==> src/core/sms_pkg.sv <==
/*
  constants for the stepper excitation sequencer: register map, field
  positions, reset values, the current ratio table and position layout.
  assumes a 32-bit apb register bus and a 64-position electrical cycle.
*/
package sms_pkg;
  // position: two quadrant bits over a four-bit sixteenth-of-quarter angle
  localparam int          POS_W            = 6;
  localparam logic [5:0]  POS_RESET        = 6'h08;  // common start point of every mode
  localparam logic [5:0]  TWO_PHASE_OFFSET = 6'h08;  // 2-phase sits between the axes
  localparam logic [5:0]  POS_ONE          = 6'h01;
  localparam logic [4:0]  ANGLE_FULL       = 5'h10;  // sixteen sixteenths

  // apb register map
  localparam logic [7:0]  OFF_CTRL         = 8'h00;
  localparam logic [7:0]  OFF_FULLSCALE    = 8'h04;
  localparam logic [7:0]  OFF_STATUS       = 8'h08;
  localparam int          CTRL_EN_BIT      = 0;
  localparam logic        CTRL_EN_RESET    = 1'b1;
  localparam logic [7:0]  FULLSCALE_RESET  = 8'hFF;
  localparam int          ST_POS_LSB       = 0;   // status [5:0] position
  localparam int          ST_MODE_LSB      = 8;   // status [10:8] mode pins
  localparam int          ST_EN_BIT        = 16;  // status [16] drive enabled

  // current ratios in percent
  localparam logic [7:0]  PCT_FULL         = 8'h64;  // 100
  localparam logic [7:0]  PCT_PSEUDO       = 8'h47;  // 71
  localparam logic [15:0] PCT_DIVISOR      = 16'h0064;
  localparam logic [7:0]  RATIO_TABLE [0:16] = '{
    8'h00, 8'h0B, 8'h14, 8'h1E, 8'h28, 8'h2F, 8'h37, 8'h40, 8'h47,
    8'h4D, 8'h53, 8'h57, 8'h5D, 8'h5F, 8'h61, 8'h64, 8'h64
  };
endpackage

==> src/core/sms_sequencer.sv <==
/*
  excitation sequencer for a unipolar two-phase stepper driver: pin
  synchronisers, step position counter, ratio lookup, full-scale scaling,
  phase drive enables and a small apb register file.
  assumes the seven control pins are asynchronous to CLOCK and much slower than it; the apb port is used unsynchronised.
*/
// Our own choices: the placing of the registers and the APB slave port.
`timescale 1ns/10ps
module sms_sequencer (
  input  wire logic        CLOCK,
  input  wire logic        NRST,
  input  wire logic        STEP_CLOCK,
  input  wire logic        EXCITATION_SELECT_LSB,
  input  wire logic        EXCITATION_SELECT_MSB,
  input  wire logic        CLOCK_EDGE_SELECT,
  input  wire logic        ROTATION_DIRECTION,
  input  wire logic        OUTPUT_ENABLE,
  input  wire logic        SYSTEM_RESET_LOW,
  input  wire logic        PSEL,
  input  wire logic        PENABLE,
  input  wire logic        PWRITE,
  input  wire logic [7:0]  PADDR,
  input  wire logic [31:0] PWDATA,
  output logic      [31:0] PRDATA,
  output logic             PREADY,
  output logic             PSLVERR,
  output logic      [7:0]  PHASE_A_RATIO,
  output logic      [7:0]  PHASE_B_RATIO,
  output logic      [7:0]  PHASE_A_CURRENT,
  output logic      [7:0]  PHASE_B_CURRENT,
  output logic             DRIVE_A,
  output logic             DRIVE_A_BAR,
  output logic             DRIVE_B,
  output logic             DRIVE_B_BAR
);
  // pin order in the synchroniser: step, lsb, msb, edge, dir, enable, reset
  logic [6:0] sync1_reg;
  logic [6:0] sync2_reg;
  logic       step_d_reg;
  logic [5:0] pos_reg;
  logic [5:0] pos_next;
  logic       ctrl_en_reg;
  logic [7:0] fullscale_reg;

  // two flops per pin; only the second stage is read by logic
  always_ff @(posedge CLOCK) begin
    if (!NRST) begin
      sync1_reg  <= 7'h7F;
      sync2_reg  <= 7'h7F;
      step_d_reg <= 1'b1;
    end else begin
      sync1_reg  <= {SYSTEM_RESET_LOW, OUTPUT_ENABLE, ROTATION_DIRECTION, CLOCK_EDGE_SELECT,
                     EXCITATION_SELECT_MSB, EXCITATION_SELECT_LSB, STEP_CLOCK};
      sync2_reg  <= sync1_reg;
      step_d_reg <= sync2_reg[0];
    end
  end

  // synchronised pin levels and mode decode
  wire       step_s    = sync2_reg[0];
  wire [1:0] sel_s     = sync2_reg[2:1];
  wire       edge_s    = sync2_reg[3];
  wire       dir_s     = sync2_reg[4];
  wire       pin_en_s  = sync2_reg[5];
  wire       rst_pin_s = sync2_reg[6];
  wire       rst_all   = !NRST || !rst_pin_s;
  wire       en_eff    = pin_en_s && ctrl_en_reg;
  wire       rise      = step_s && !step_d_reg;
  wire       fall      = !step_s && step_d_reg;
  // disabled core ignores the clock pin, as step events are gated by the enable
  wire       step_evt  = en_eff && (rise || (!edge_s && fall));
  // step of 2^step_log sixteenths: edge high gives 16,8,4,2; low gives 8,4,2,1
  wire [2:0] step_log  = 3'(3'h3 + {2'h0, edge_s} - {1'b0, sel_s});
  wire       two_phase = edge_s && (sel_s == 2'h0);
  wire       full_only = edge_s && !sel_s[1];
  wire       pseudo    = !edge_s && (sel_s == 2'h0);

  // grid stepping: off-grid positions left by a mode change snap to the new grid
  wire [5:0] step_sz = 6'(sms_pkg::POS_ONE << step_log);
  wire [5:0] grid_mk = ~(step_sz - sms_pkg::POS_ONE);
  wire [5:0] offset  = two_phase ? sms_pkg::TWO_PHASE_OFFSET : 6'h00;
  wire [5:0] rel     = pos_reg - offset;
  wire [5:0] fwd_pos = ((rel + step_sz) & grid_mk) + offset;
  wire [5:0] rev_pos = ((rel - sms_pkg::POS_ONE) & grid_mk) + offset;

  // position only moves on a step or a reset, so a mode change alone keeps it
  always_comb begin
    pos_next = pos_reg;
    if (step_evt) begin
      pos_next = dir_s ? rev_pos : fwd_pos;
    end
  end

  always_ff @(posedge CLOCK) begin
    if (rst_all) begin
      pos_reg <= sms_pkg::POS_RESET;
    end else begin
      pos_reg <= pos_next;
    end
  end

  // angle within the quarter: phase b follows the angle, phase a its complement
  wire [3:0] theta   = pos_reg[3:0];
  wire [1:0] quad    = pos_reg[5:4];
  wire [4:0] a_idx   = sms_pkg::ANGLE_FULL - {1'b0, theta};
  wire [7:0] a_tab   = sms_pkg::RATIO_TABLE[a_idx];
  wire [7:0] b_tab   = sms_pkg::RATIO_TABLE[{1'b0, theta}];
  // coarse rising-edge modes run any energized phase at full current
  wire [7:0] a_pct   = (full_only && a_tab != 8'h00) ? sms_pkg::PCT_FULL : a_tab;
  wire [7:0] b_pct   = (full_only && b_tab != 8'h00) ? sms_pkg::PCT_FULL : b_tab;
  wire       a_pos   = (quad[1] == quad[0]);
  wire       b_pos   = !quad[1];
  wire [15:0] a_prod = {8'h00, fullscale_reg} * {8'h00, a_pct};
  wire [15:0] b_prod = {8'h00, fullscale_reg} * {8'h00, b_pct};
  wire [15:0] a_cur  = a_prod / sms_pkg::PCT_DIVISOR;
  wire [15:0] b_cur  = b_prod / sms_pkg::PCT_DIVISOR;

  // outputs registered; disable forces drives off but keeps the position
  always_ff @(posedge CLOCK) begin
    if (rst_all || !en_eff) begin
      PHASE_A_RATIO   <= 8'h00;
      PHASE_B_RATIO   <= 8'h00;
      PHASE_A_CURRENT <= 8'h00;
      PHASE_B_CURRENT <= 8'h00;
      DRIVE_A         <= 1'b0;
      DRIVE_A_BAR     <= 1'b0;
      DRIVE_B         <= 1'b0;
      DRIVE_B_BAR     <= 1'b0;
    end else begin
      PHASE_A_RATIO   <= a_pct;
      PHASE_B_RATIO   <= b_pct;
      PHASE_A_CURRENT <= a_cur[7:0];
      PHASE_B_CURRENT <= b_cur[7:0];
      DRIVE_A         <= (a_pct != 8'h00) && a_pos;
      DRIVE_A_BAR     <= (a_pct != 8'h00) && !a_pos;
      DRIVE_B         <= (b_pct != 8'h00) && b_pos;
      DRIVE_B_BAR     <= (b_pct != 8'h00) && !b_pos;
    end
  end

  // apb decode: one wait-free access, answered in the access cycle
  wire        setup    = PSEL && !PENABLE;
  wire        do_write = PSEL && PENABLE && PREADY && PWRITE;
  wire        hit_ctrl = (PADDR == sms_pkg::OFF_CTRL);
  wire        hit_fs   = (PADDR == sms_pkg::OFF_FULLSCALE);
  wire        hit_st   = (PADDR == sms_pkg::OFF_STATUS);
  wire        mapped   = hit_ctrl || hit_fs || (hit_st && !PWRITE);
  wire [31:0] status_w = (32'(pos_reg) << sms_pkg::ST_POS_LSB)
                       | (32'({edge_s, sel_s}) << sms_pkg::ST_MODE_LSB)
                       | (32'(en_eff) << sms_pkg::ST_EN_BIT);
  wire [31:0] rd_data  = hit_ctrl ? 32'(ctrl_en_reg) << sms_pkg::CTRL_EN_BIT
                       : hit_fs   ? 32'(fullscale_reg)
                       : hit_st   ? status_w
                       : 32'h0000_0000;

  // pready rises for exactly the first access cycle of each transfer
  always_ff @(posedge CLOCK) begin
    if (!NRST) begin
      PREADY  <= 1'b0;
      PRDATA  <= 32'h0000_0000;
      PSLVERR <= 1'b0;
    end else begin
      PREADY  <= setup;
      PRDATA  <= (setup && !PWRITE) ? rd_data : 32'h0000_0000;
      PSLVERR <= setup && !mapped;
    end
  end

  // writes take effect at the access edge only; status and unmapped are ignored
  always_ff @(posedge CLOCK) begin
    if (!NRST) begin
      ctrl_en_reg   <= sms_pkg::CTRL_EN_RESET;
      fullscale_reg <= sms_pkg::FULLSCALE_RESET;
    end else if (do_write && hit_ctrl) begin
      ctrl_en_reg   <= PWDATA[sms_pkg::CTRL_EN_BIT];
    end else if (do_write && hit_fs) begin
      fullscale_reg <= PWDATA[7:0];
    end
  end
endmodule

==> config.mk <==
export PLATFORM = sky130hd
export DESIGN_NAME = sms_sequencer
export DESIGN_NICKNAME = d
export VERILOG_FILES = /design/src/core/sms_pkg.sv /design/src/core/sms_sequencer.sv
export SDC_FILE = /design/constraint.sdc
export NUM_CORES = 1
export LEC_CHECK = 0
export BUFFER_PORTS_ARGS = -buffer_cell sky130_fd_sc_hd__buf_2
export CAP_MARGIN = 15
export CELL_PAD_IN_SITES_DETAIL_PLACEMENT = 1
export CELL_PAD_IN_SITES_GLOBAL_PLACEMENT = 2
export CORE_MARGIN = 1.5
export CORE_UTILIZATION = 37
export CTS_CLUSTER_SIZE = 25
export DETAILED_ROUTE_END_ITERATION = 10
export HOLD_SLACK_MARGIN = 0.15
export PLACE_DENSITY_LB_ADDON = 0.2
export SYNTH_ARGS = -nofsm -noshare
export SYNTH_HDL_FRONTEND = slang
export SYNTH_SLANG_ARGS = --single-unit
export TNS_END_PERCENT = 1
==> constraint.sdc <==
create_clock -name CLOCK -period 12 [get_ports CLOCK]
set_clock_uncertainty 0.1 [all_clocks]
set_input_delay 1.2 -clock CLOCK [delete_from_list [all_inputs] [get_ports CLOCK]]
set_output_delay 1.2 -clock CLOCK [all_outputs]
set_load 0.005 [all_outputs]
==> results.py <==
metrics = {
    "synth": {
        "synth_cell_types": 106,
        "synth_top_area_share_pct": 14.0,
        "synth-seq-cells": 78,
        "synth_edf_count": 0,
        "ys.flop_type": "dfxtp_1",
        "seq_area_frac_synth_pct": 14.0,
        "syn_avg_cell_area_um2": 8.12,
        "yosys_warnings": 0,
        "syn_area_mm2": 0.0112,
        "async_flop_share_pct": 0,
        "synth_cells": 1377,
        "yosysTopAreaCell": "dfxtp_1",
        "synth_area_leaders": "dfxtp_1, ha_1, fa_1",
    },
    "cells_and_area": {
        "nFillCells": 3603,
        "nNetsFinal": 1721,
        "drive_gt1_share_pct": 16.8,
        "largest_reg_flops": 12,
        "n_antenna_cell": 0,
        "area_growth_pct": 13.9,
        "regMostFlops": "PRDATA",
    },
    "global_routing": {
        "grt_max_degree": 29,
        "grt_pass1_wl_um": 53500,
        "antenna_found_initial": 0,
        "gr-usage-all-layers_pct": 20.8,
        "grt_pass1_vias": 10627,
        "gr-total-overflow": 0,
    },
    "timing": {
        "setup_viol": 0,
        "fmax_mhz": 88.3,
        "hold_viol_final": 0,
        "drv_slew": 0,
        "tightest_slew_ps": 893,
        "post-route-period-util_pct": 94.4,
        "layout_setup_ws_ps": 671,
        "maxSlewHeadroom_pct": 40.1,
        "fin_crit_ps": 11330,
    },
    "worst_setup_path": {
        "endpoint_kind": "register",
        "worst-path-max-fanout": 11,
        "cpMostUsedCell": "fa_1",
        "crit_path_max_incr_delay_ps": 570,
        "cpMaxStageDelayCell": "fa_1",
        "critPathKind": "reg2reg",
        "crit_arrival_ps": 11460,
        "worst_setup_path_start_kind": "register",
        "crit_required_ps": 12130,
    },
    "detailed_routing": {
        "drtIter0Drc": 438,
        "wl_met1_um": 15400,
        "routed_via_density": 5.47,
        "dr_wl_met2_um": 15500,
        "drc": 0,
        "top_layer_used": "met4",
        "drtPass1Iterations": 4,
        "routedWlPerCell_um": 16.7,
        "routed_wl_um": 31700,
        "vias": 10376,
        "dr_wl_met3_um": 640,
        "final_antenna_net_count": 0,
    },
    "status": {
        "status": "finished clean",
    },
    "clock_network": {
        "cts_sinks": 78,
        "ctsRootBufferMaster": "clkbuf_16",
        "cts.clk_slew.worst_paths_ps": 80,
        "ctsHtreeMaxLevel": 3,
        "cts_made_buffers": 9,
        "cts_tree": "yes",
        "clock_latency_ps": 370,
        "cts_buffer_depth": 2,
        "holdBufCountCts": 0,
    },
    "die": {
        "ios": 122,
        "core_mm2": 0.0297,
        "dieHeight_um": 177,
        "start_util_pct": 37.6,
        "die-area_mm2": 0.0313,
        "die_w_um": 177,
        "rows": 63,
    },
    "job": {
        "drv_cap": 0,
    },
    "place": {
        "pre_cts_ws_ps": 631,
        "port_buffers": 75,
        "place_hpwl_um": 24800,
        "gp_congestion": 0.824,
    },
    "min_path": {
        "hp-class": "reg2reg",
    },
}
[cell usage in the layout (no fill, tap or decap), types with 22 or more instances in the layout]
master | synthesis | layout
a211oi_1 | 26 | 26
a21oi_1 | 68 | 68
and2_1 | 111 | 111
buf_2 | 13 | 75
buf_4 | 27 | 89
conb_1 | 1 | 22
dfxtp_1 | 78 | 77
fa_1 | 61 | 61
ha_1 | 104 | 104
inv_1 | 112 | 112
nand2_1 | 93 | 93
nand2b_1 | 31 | 31
nand3_1 | 22 | 22
nor2_1 | 90 | 90
nor2b_1 | 22 | 22
nor3_1 | 33 | 33
o21ai_0 | 56 | 55
xnor2_1 | 31 | 31
xor2_1 | 22 | 22
[worst max-delay path: cells and delay by family (launching register included)]
family / cells / cell delay (ps)
adders and majority gates: 6 / 2630
xor gates and xnor gates: 2 / 430
buffers and inverters: 2 / 170
and+or+nand+nor: 10 / 1980
AOI/OAI and AO/OA: 17 / 5410
DFF: 1 / 470
[repair_timing]
| item | CTS | global route |
|---|---|---|
| resized for setup | 0 | 6 |
| buffers inserted | 0 | 1 |
| endpoints found under the hold margin | 0 | 0 |
| endpoints found under the setup margin | 0 | 2 |
[cell usage after synthesis (7+ instances only)]
cell type and number:
a31o_2 7, and3_1 9, nand4_1 11, buf_2 13, nand3_1 22, a22o_1 8
nor2_1 90, mux2i_1 21, nor3_1 33, a21o_1 21, o21a_1 11, xnor2_1 31
a211oi_1 26, inv_1 112, buf_4 27, a21oi_1 68, and2_1 111, fa_1 61
o211a_1 7, o211ai_1 16, o21ai_0 56, a31oi_1 16, nor2b_1 22, clkbuf_1 28
dfxtp_1 78, ha_1 104, a211o_1 9, or3_1 11, nand2_1 93, or2_2 9
o22ai_1 10, o31ai_1 12, xor2_1 22, nand2b_1 31
[cell type report]
type / instances / area [um2] / area share (%)
clock buffer: 11 / 253 / 1.98
clock inverter: 4 / 55.1 / 0.432
inverter: 113 / 424 / 3.33
multi-input combinational: 1138 / 8910 / 70.0
sequential: 78 / 1560 / 12.3
tap: 390 / 488 / 3.83
timing repair buffer: 164 / 1040 / 8.19
[metrics by stage]
stage	instances	instance area (um2)	hold slack (ps)	util, %	setup TNS (ps)
CTS	1897	12700	308	42.8	0
floorplan	1398	11300	286	-	0
global placement	1882	12400	289	41.8	0
detailed placement	1882	12400	295	41.8	0
finish	1898	12700	305	42.9	0
global route	1898	12700	323	42.9	-38.8
[kinds of logic (layout without fill, tap and decap cells)]
logic type	count (synthesis)	after routing	share of synthesized area, %
compound gates	381	381	25.7
simple gates	481	481	23.0
flops	78	78	14.0
other cells	1	22	0.0335
buf+inv	182	292	7.16
xor+xnor	55	55	4.44
mux	27	27	2.55
fa+ha+maj	172	172	23.2
[worst paths after layout]
| check | end | cells after the start | start | slack (ps) |
|---|---|---|---|---|
| max | PHASE_A_CURRENT[0] | 37 | pos_reg[1] | 670 |
| min | sync2_reg[5] | 1 | sync1_reg[5] | 310 |
| max reg2reg | PHASE_A_CURRENT[0] | 37 | pos_reg[1] | 670 |
| min reg2reg | sync2_reg[5] | 1 | sync1_reg[5] | 310 |
[metal layers]
metal / vias to the layer above / global-route usage (%)
met4: 0 / 3.67
met5: - / 0
li1: 5146 / -
met2: 108 / 36.3
met3: 17 / 2.58
met1: 5105 / 27.6
Power is not shown: default switching activity piles up to over one toggle a cycle in this logic, so the estimate is an artifact.
